===== src/logic/dcpc_notes_unused.sv =====
`timescale 1ns/1ps


===== src/common/dcpc_pkg.sv =====
package dcpc_pkg;
  // register addresses
  localparam logic [4:0] ADDR_POWER = 5'h00;
  localparam logic [4:0] ADDR_FORMAT = 5'h02;
  localparam logic [4:0] ADDR_DELAY = 5'h03;
  localparam logic [4:0] ADDR_PLL = 5'h08;
  localparam logic [4:0] ADDR_AUX1_LO = 5'h0c;
  localparam logic [4:0] ADDR_AUX1_CTL = 5'h0d;
  localparam logic [4:0] ADDR_AUX2_LO = 5'h10;
  localparam logic [4:0] ADDR_AUX2_CTL = 5'h11;
  localparam logic [7:0] REG_RST = 8'h00;
  // power and mode fields
  localparam int PWR_DAC_PD_BIT = 7;
  localparam int PWR_DAC_SLEEP_BIT = 6;
  localparam int PWR_AUX_PD_BIT = 5;
  localparam int PWR_DIG_PD_BIT = 4;
  localparam int PWR_AUX_SLEEP_BIT = 3;
  localparam int PWR_ALL_PD_BIT = 2;
  // format, delay and pll fields
  localparam int FMT_DCLK_INV_BIT = 2;
  localparam int DLY_LSB = 3;
  localparam int PLL_EN_BIT = 7;
  localparam int PLL_VCO_DIV_LSB = 4;
  localparam int PLL_REF_DIV_LSB = 2;
  localparam int PLL_INTERP_LSB = 0;
  // aux control fields
  localparam int AUX_OFF_BIT = 7;
  localparam int AUX_SINK_BIT = 6;
  localparam int AUX_INV_BIT = 5;
  localparam logic [9:0] AUX_CODE_MAX = 10'h3ff;
  // serial port
  localparam int SPI_RW_BIT = 7;
  localparam logic [2:0] SPI_LAST_BIT = 3'h7;
  typedef enum logic [1:0] {SPI_IDLE, SPI_INSTR, SPI_DATA} dcpc_spi_state_t;
endpackage


===== src/logic/dcpc_top.sv =====
`timescale 1ns/1ps
module dcpc_top (
  // clock and reset
  input wire logic ref_clk_i,
  input wire logic rstn_i,
  // serial register port
  input wire logic spi_sclk_i,
  input wire logic spi_csn_i,
  input wire logic spi_sdi_i,
  output logic spi_sdo_o,
  output logic spi_sdo_oe_o,
  // transmit control and sample data
  input wire logic transmit_enable_pin_i,
  input wire logic [13:0] sample_i,
  output logic [13:0] sample_o,
  output logic data_clock_output_o,
  output logic [2:0] data_clock_delay_o,
  // clock tree control
  output logic pll_enable_o,
  output logic [1:0] vco_divider_o,
  output logic [1:0] reference_ratio_divider_o,
  output logic [1:0] interpolation_divider_o,
  // power control
  output logic digital_power_down_o,
  output logic converter_sleep_o,
  output logic converter_power_down_o,
  output logic bandgap_power_down_o,
  output logic aux_sleep_o,
  output logic aux_power_down_o,
  // auxiliary converters
  output logic [9:0] aux1_code_o,
  output logic aux1_off_o,
  output logic aux1_sink_o,
  output logic [9:0] aux2_code_o,
  output logic aux2_off_o,
  output logic aux2_sink_o
);

  // map an address onto a register slot; bit 3 flags a hit
  function automatic logic [3:0] slot_of(input logic [4:0] addr);
    case (addr)
      dcpc_pkg::ADDR_POWER: slot_of = 4'h8;
      dcpc_pkg::ADDR_FORMAT: slot_of = 4'h9;
      dcpc_pkg::ADDR_DELAY: slot_of = 4'ha;
      dcpc_pkg::ADDR_PLL: slot_of = 4'hb;
      dcpc_pkg::ADDR_AUX1_LO: slot_of = 4'hc;
      dcpc_pkg::ADDR_AUX1_CTL: slot_of = 4'hd;
      dcpc_pkg::ADDR_AUX2_LO: slot_of = 4'he;
      dcpc_pkg::ADDR_AUX2_CTL: slot_of = 4'hf;
      default: slot_of = 4'h0;
    endcase
  endfunction

  // aux code with optional scale reversal
  function automatic logic [9:0] aux_code(input logic [7:0] lo, input logic [7:0] ctl);
    logic [9:0] gain;
    gain = {ctl[1:0], lo};
    aux_code = ctl[dcpc_pkg::AUX_INV_BIT] ? dcpc_pkg::AUX_CODE_MAX - gain : gain;
  endfunction

  logic [7:0] regs_reg [0:7];
  logic sclk_meta, sclk_sync, sclk_prev;
  logic csn_meta, csn_sync;
  logic sdi_meta, sdi_sync;
  logic tx_meta, tx_sync;
  logic [13:0] data_meta, data_sync;
  dcpc_pkg::dcpc_spi_state_t spi_state_reg;
  logic [2:0] bit_cnt_reg;
  logic [6:0] shift_reg;
  logic [4:0] addr_reg;
  logic read_reg;
  logic [7:0] out_reg;
  logic sclk_rise, sclk_fall, wr_stb;
  logic [3:0] rd_slot, wr_slot;
  logic [7:0] rd_data;
  logic [2:0] div_cnt_reg;
  logic [2:0] div_last, div_half;
  logic dclk_reg, capture;
  logic [13:0] sample_reg;
  logic pwr_all, flush;

  // pin synchronisers, two flops each
  always_ff @(posedge ref_clk_i)
  begin
    if (!rstn_i)
    begin
      sclk_meta <= 1'b0;
      sclk_sync <= 1'b0;
      sclk_prev <= 1'b0;
      csn_meta <= 1'b1;
      csn_sync <= 1'b1;
      sdi_meta <= 1'b0;
      sdi_sync <= 1'b0;
      tx_meta <= 1'b0;
      tx_sync <= 1'b0;
      data_meta <= 14'h0000;
      data_sync <= 14'h0000;
    end
    else
    begin
      sclk_meta <= spi_sclk_i;
      sclk_sync <= sclk_meta;
      sclk_prev <= sclk_sync;
      csn_meta <= spi_csn_i;
      csn_sync <= csn_meta;
      sdi_meta <= spi_sdi_i;
      sdi_sync <= sdi_meta;
      tx_meta <= transmit_enable_pin_i;
      tx_sync <= tx_meta;
      data_meta <= sample_i;
      data_sync <= data_meta;
    end
  end

  // serial clock edges inside a selected frame
  assign sclk_rise = sclk_sync & ~sclk_prev & ~csn_sync;
  assign sclk_fall = ~sclk_sync & sclk_prev & ~csn_sync;
  assign wr_stb = (spi_state_reg == dcpc_pkg::SPI_DATA) & sclk_rise & ~read_reg
    & (bit_cnt_reg == dcpc_pkg::SPI_LAST_BIT);
  assign rd_slot = slot_of({shift_reg[3:0], sdi_sync});
  // slot of the address latched for the data byte
  assign wr_slot = slot_of(addr_reg);
  assign rd_data = rd_slot[3] ? regs_reg[rd_slot[2:0]] : 8'h00;

  // instruction byte then one data byte, msb first
  always_ff @(posedge ref_clk_i)
  begin
    if (!rstn_i)
    begin
      spi_state_reg <= dcpc_pkg::SPI_IDLE;
      bit_cnt_reg <= 3'h0;
      shift_reg <= 7'h00;
      addr_reg <= 5'h00;
      read_reg <= 1'b0;
      out_reg <= 8'h00;
    end
    else if (csn_sync)
    begin
      spi_state_reg <= dcpc_pkg::SPI_IDLE;
      bit_cnt_reg <= 3'h0;
      read_reg <= 1'b0;
    end
    else
    begin
      case (spi_state_reg)
        dcpc_pkg::SPI_IDLE:
        begin
          spi_state_reg <= dcpc_pkg::SPI_INSTR;
          bit_cnt_reg <= 3'h0;
        end
        dcpc_pkg::SPI_INSTR:
        begin
          if (sclk_rise)
          begin
            shift_reg <= {shift_reg[5:0], sdi_sync};
            bit_cnt_reg <= bit_cnt_reg + 3'h1;
            if (bit_cnt_reg == dcpc_pkg::SPI_LAST_BIT)
            begin
              spi_state_reg <= dcpc_pkg::SPI_DATA;
              read_reg <= shift_reg[dcpc_pkg::SPI_RW_BIT - 1];
              addr_reg <= {shift_reg[3:0], sdi_sync};
              out_reg <= rd_data; // unmapped reads zero
            end
          end
        end
        dcpc_pkg::SPI_DATA:
        begin
          if (sclk_rise)
          begin
            shift_reg <= {shift_reg[5:0], sdi_sync};
            bit_cnt_reg <= bit_cnt_reg + 3'h1;
            if (bit_cnt_reg == dcpc_pkg::SPI_LAST_BIT)
            begin
              spi_state_reg <= dcpc_pkg::SPI_INSTR;
              read_reg <= 1'b0;
            end
          end
          else if (sclk_fall && bit_cnt_reg != 3'h0)
            out_reg <= {out_reg[6:0], 1'b0};
        end
        default: spi_state_reg <= dcpc_pkg::SPI_IDLE;
      endcase
    end
  end

  assign spi_sdo_o = out_reg[7];
  assign spi_sdo_oe_o = (spi_state_reg == dcpc_pkg::SPI_DATA) & read_reg;

  // register file, written at the last data bit
  always_ff @(posedge ref_clk_i)
  begin
    if (!rstn_i)
    begin
      for (int i = 0; i < 8; i++)
        regs_reg[i] <= dcpc_pkg::REG_RST;
    end
    else if (wr_stb && wr_slot[3])
      regs_reg[wr_slot[2:0]] <= {shift_reg, sdi_sync};
  end

  // power decode
  assign pwr_all = regs_reg[0][dcpc_pkg::PWR_ALL_PD_BIT];
  assign flush = ~tx_sync & ~regs_reg[0][dcpc_pkg::PWR_DIG_PD_BIT] & ~pwr_all;
  assign digital_power_down_o = pwr_all
    | (~tx_sync & regs_reg[0][dcpc_pkg::PWR_DIG_PD_BIT]);
  assign converter_sleep_o = regs_reg[0][dcpc_pkg::PWR_DAC_SLEEP_BIT];
  assign converter_power_down_o = regs_reg[0][dcpc_pkg::PWR_DAC_PD_BIT] | pwr_all;
  assign bandgap_power_down_o = converter_power_down_o;
  assign aux_sleep_o = regs_reg[0][dcpc_pkg::PWR_AUX_SLEEP_BIT];
  assign aux_power_down_o = regs_reg[0][dcpc_pkg::PWR_AUX_PD_BIT] | pwr_all;

  // clock tree selections
  assign pll_enable_o = regs_reg[3][dcpc_pkg::PLL_EN_BIT];
  assign vco_divider_o = regs_reg[3][dcpc_pkg::PLL_VCO_DIV_LSB +: 2];
  assign reference_ratio_divider_o = regs_reg[3][dcpc_pkg::PLL_REF_DIV_LSB +: 2];
  assign interpolation_divider_o = regs_reg[3][dcpc_pkg::PLL_INTERP_LSB +: 2];
  assign data_clock_delay_o = regs_reg[2][dcpc_pkg::DLY_LSB +: 3];

  // auxiliary converters
  assign aux1_code_o = aux_code(regs_reg[4], regs_reg[5]);
  assign aux1_off_o = regs_reg[5][dcpc_pkg::AUX_OFF_BIT] | aux_power_down_o;
  assign aux1_sink_o = regs_reg[5][dcpc_pkg::AUX_SINK_BIT];
  assign aux2_code_o = aux_code(regs_reg[6], regs_reg[7]);
  assign aux2_off_o = regs_reg[7][dcpc_pkg::AUX_OFF_BIT] | aux_power_down_o;
  assign aux2_sink_o = regs_reg[7][dcpc_pkg::AUX_SINK_BIT];

  // data clock period of 2, 4 or 8 converter cycles
  assign div_last = (interpolation_divider_o == 2'h3) ? 3'h7
    : (interpolation_divider_o == 2'h2) ? 3'h3 : 3'h1;
  assign div_half = div_last >> 1;
  assign capture = (div_cnt_reg == div_half);

  // divider derived from the reference clock
  always_ff @(posedge ref_clk_i)
  begin
    if (!rstn_i)
    begin
      div_cnt_reg <= 3'h0;
      dclk_reg <= 1'b0;
    end
    else
    begin
      div_cnt_reg <= (div_cnt_reg >= div_last) ? 3'h0 : div_cnt_reg + 3'h1;
      dclk_reg <= (div_cnt_reg >= div_half) && (div_cnt_reg < div_last);
    end
  end

  assign data_clock_output_o = dclk_reg ^ regs_reg[1][dcpc_pkg::FMT_DCLK_INV_BIT];

  // sample capture on the same clock edge that raises the data clock
  always_ff @(posedge ref_clk_i)
  begin
    if (!rstn_i)
      sample_reg <= 14'h0000;
    else if (capture)
    begin
      if (flush)
        sample_reg <= 14'h0000;
      else if (!digital_power_down_o)
        sample_reg <= data_sync;
    end
  end

  assign sample_o = sample_reg;
endmodule


===== config.mk =====
export PLATFORM = sky130hd
export DESIGN_NAME = dcpc_top
export DESIGN_NICKNAME = d
export VERILOG_FILES = /design/src/logic/dcpc_notes_unused.sv /design/src/common/dcpc_pkg.sv /design/src/logic/dcpc_top.sv
export SDC_FILE = /design/constraint.sdc
export NUM_CORES = 1
export LEC_CHECK = 0
export ABC_CLOCK_PERIOD_IN_PS = 3520
export BUFFER_PORTS_ARGS = -buffer_cell sky130_fd_sc_hd__buf_2
export CORE_UTILIZATION = 25
export DETAILED_ROUTE_END_ITERATION = 12
export MAX_ROUTING_LAYER = met4
export PLACE_DENSITY = 0.47
export SLEW_MARGIN = 20
export SYNTH_ARGS = -nofsm -noshare
export SYNTH_HDL_FRONTEND = slang
export SYNTH_SLANG_ARGS = --single-unit
export TNS_END_PERCENT = 30

===== constraint.sdc =====
create_clock -name ref_clk_i -period 3.52 [get_ports ref_clk_i]
set_input_delay 0.528 -clock ref_clk_i [delete_from_list [all_inputs] [get_ports ref_clk_i]]
set_output_delay 0.528 -clock ref_clk_i [all_outputs]
set_load 0.05 [all_outputs]

==> run_results.csv <==
group,metric,value,unit
run_status,status,"finished clean",
synth,seq_area_frac_synth,52.1,%
clock_network,cts_buffers,17,
placed_design,globalplace.congestion,0.864,
routing,drt_wl_total,18900,um
pwr,swShare,25.2,%
sta,fin_ws,0.755,ns
clock_network,cts_setup_buffers,0,
routing,ant_nets,0,
routing,viasPerCell,4.52,
final_layout,fin_nets,795,
routing,drc,0,
routing,drt-pass1-iter-count,5,
clock_network,hold_buffers,0,
sta,tns,0,ns
synth,synth_edf_count,64,
synth,synth_seq_cells,149,
routing,vias,5187,
floorplan,fp.dieW,169,um
floorplan,die_area,28500,um2
sta,max_slew_margin,37.2,%
global_routing,grt_max_degree,87,
pwr,irDropWorstVdd,221,uV
floorplan,std_cell_rows,60,
clock_network,cts_root_buf,"clkbuf_16",
synth,synth_area_leader_cell,"edfxtp_1",
critical_path,worstPathRequired,3.60,ns
synth,yosys-top-cells-area,"edfxtp_1 (28%), dfxtp_1 (24%), and2_1 (7.5%)",
critical_path,arrival,2.84,ns
pwr,intPower,3130,uW
global_routing,grt.overflow.total,0,
floorplan,die_h,169,um
clock_network,cts_resized,0,
clock_network,cts_tree,"done",
synth,synth_top_area_share,27.6,%
hold_path,holdCritPathClass,"primary input to flop",
critical_path,crit_type,"flop to flop",
sta,finalCritPeriodShare,78.6,%
final_layout,drive_gt1_share,18.6,%
sta,hold_violations,0,
final_layout,antennaDiodeCount,0,
clock_network,clock_path_buffers,2,
synth,synthCells,702,
final_layout,final_common_cell,"dfxtp_1",
clock_network,cts.sinks,149,
pwr,pwr-share-comb,10.1,%
synth,async_reset_ff_share,0,%
sta,period_needed,2.77,ns
clock_network,clk_pin_slew,0.06,ns
routing,drtIter0Drc,426,
synth,ys_types,63,
sta,setup-violations-final,0,
global_routing,grt_pass1_wl,29100,um
routing,wl_per_cell,16.5,um
final_layout,final_cell_mix,"dfxtp_1 (85), and2_1 (84), nand2_1 (78)",
sta,worst_pin_slew,0.939,ns
placed_design,port_buffers,76,
sta,fin_skew,0.00786,ns
job,drv_cap,0,
final_layout,areaGrowthSynthToFinish,19.0,%
clock_network,ctsHtreeMaxLevel,4,
pwr,p_leak,0.00306,uW
pwr,power.density,505,nW/um2
synth,yosys_warnings,0,
pwr,p_clk_share,43.9,%
floorplan,coreArea,27100,um2
global_routing,grt_antenna_before_repair,0,
pwr,power,4190,uW
synth,ys.flop_type,"dfxtp_1",
sta,fmax,362,MHz
synth,syn_avg_cell_area,9.92,um2
clock_network,clock_latency,0.42,ns
synth,syn_area,6960,um2
global_routing,grt_util_all_layers,14.0,%
final_layout,n_fill_cell,2847,
global_routing,grt_pass1_vias,4875,
critical_path,cp-start-kind,"flop",
placed_design,dp_hpwl,13300,um
sta,finalMaxSlewViolations,0,
final_layout,ff_latch_area,3620,um2
critical_path,path_max_fanout,15,
final_layout,multiInputGateArea,2990,um2
pwr,seq_power_share,46.0,%
final_layout,largest_reg_flops,64,
sta,rsz0062_at_grt,"false",
critical_path,endpoint_kind,"flop",
placed_design,post-place-ws,0.782,ns
synth,syn_nets,735,
floorplan,start_util,25.7,%
pwr,switching_power,1060,uW
floorplan,io_pins,77,
[power by group through the flow]
stage | clock network [uW] | logic [uW] | registers, uW
6_report | 1840 | 423 | 1930
5_1_grt | 1950 | 460 | 1940
4_1_cts | 1880 | 431 | 1930
3_5_place_dp | 0 | 430 | 1970
3_3_place_gp | 0 | 429 | 1970
2_1_floorplan | 0 | 308 | 1960
[cell families after synthesis]
kind of cell / after synthesis / share of synthesized area [%]
simple gates: 302 / 23.0
flops: 149 / 52.1
compound gates: 133 / 13.1
buf+inv: 73 / 5.00
xor+xnor: 23 / 2.89
fa+ha+maj: 13 / 2.34
mux: 9 / 1.62
[through the flow]
step	hold WS (ns)	std cells	utilization [%]	instance area [um2]
after CTS	0.295	1147	30.6	8290
after detailed placement	0.397	1115	28.4	7680
after global routing	0.300	1147	30.6	8290
after global placement	0.399	1115	28.4	7680
after floorplan	0.386	702	-	6960
final	0.310	1147	30.6	8290
[synth_stat cells (12+ instances only)]
library cell and count:
buf_4 14, a21boi_0 19, nand2b_1 15, o21ai_0 29, nor3_1 17, edfxtp_1 64, inv_1 14, nand3_1 33
o221ai_1 12, ha_1 13, nand2_1 78, nor2_1 32, and2_1 84, dfxtp_1 85, clkbuf_1 34, xor2_1 21
a21oi_1 26
[final cells by class]
type / instances / share of cell area (%)
sequential: 149 / 43.7
multi-input combinational: 480 / 36.1
timing repair buffer: 97 / 6.49
clock buffer: 24 / 6.09
tap: 372 / 5.62
clock inverter: 8 / 1.16
inverter: 17 / 0.831
[layer usage]
layer | global-route usage (%) | vias up | wire length (um)
met1 | 18.8 | 2502 | 9210
met3 | 2.71 | 22 | 565
met5 | - | - | 0
met4 | 5.65 | 0 | 408
met2 | 20.6 | 93 | 8700
li1 | - | 2570 | -
[worst paths after layout]
kind                                       start        endpoint  slack [ns]  depth (start not counted)
worst max-delay path            spi_state_reg[0]  regs_reg[0][5]        0.75                          8
worst min register to register          csn_meta        csn_sync        0.41                          1
worst min-delay path                 sample_i[4]    data_meta[4]        0.31                          2
worst max register to register  spi_state_reg[0]  regs_reg[0][5]        0.75                          8
[worst max-delay path, stage by stage, from the launching register on]
cell and delay, ns:
dfxtp_1 0.34, inv_1 0.10, ha_1 0.44, nand4b_1 0.15
nor3_1 0.27, nand2b_1 0.13, buf_4 0.20, nor3_1 0.37
nand2b_1 0.41
Note: power is estimated with default switching activity, not from simulation.
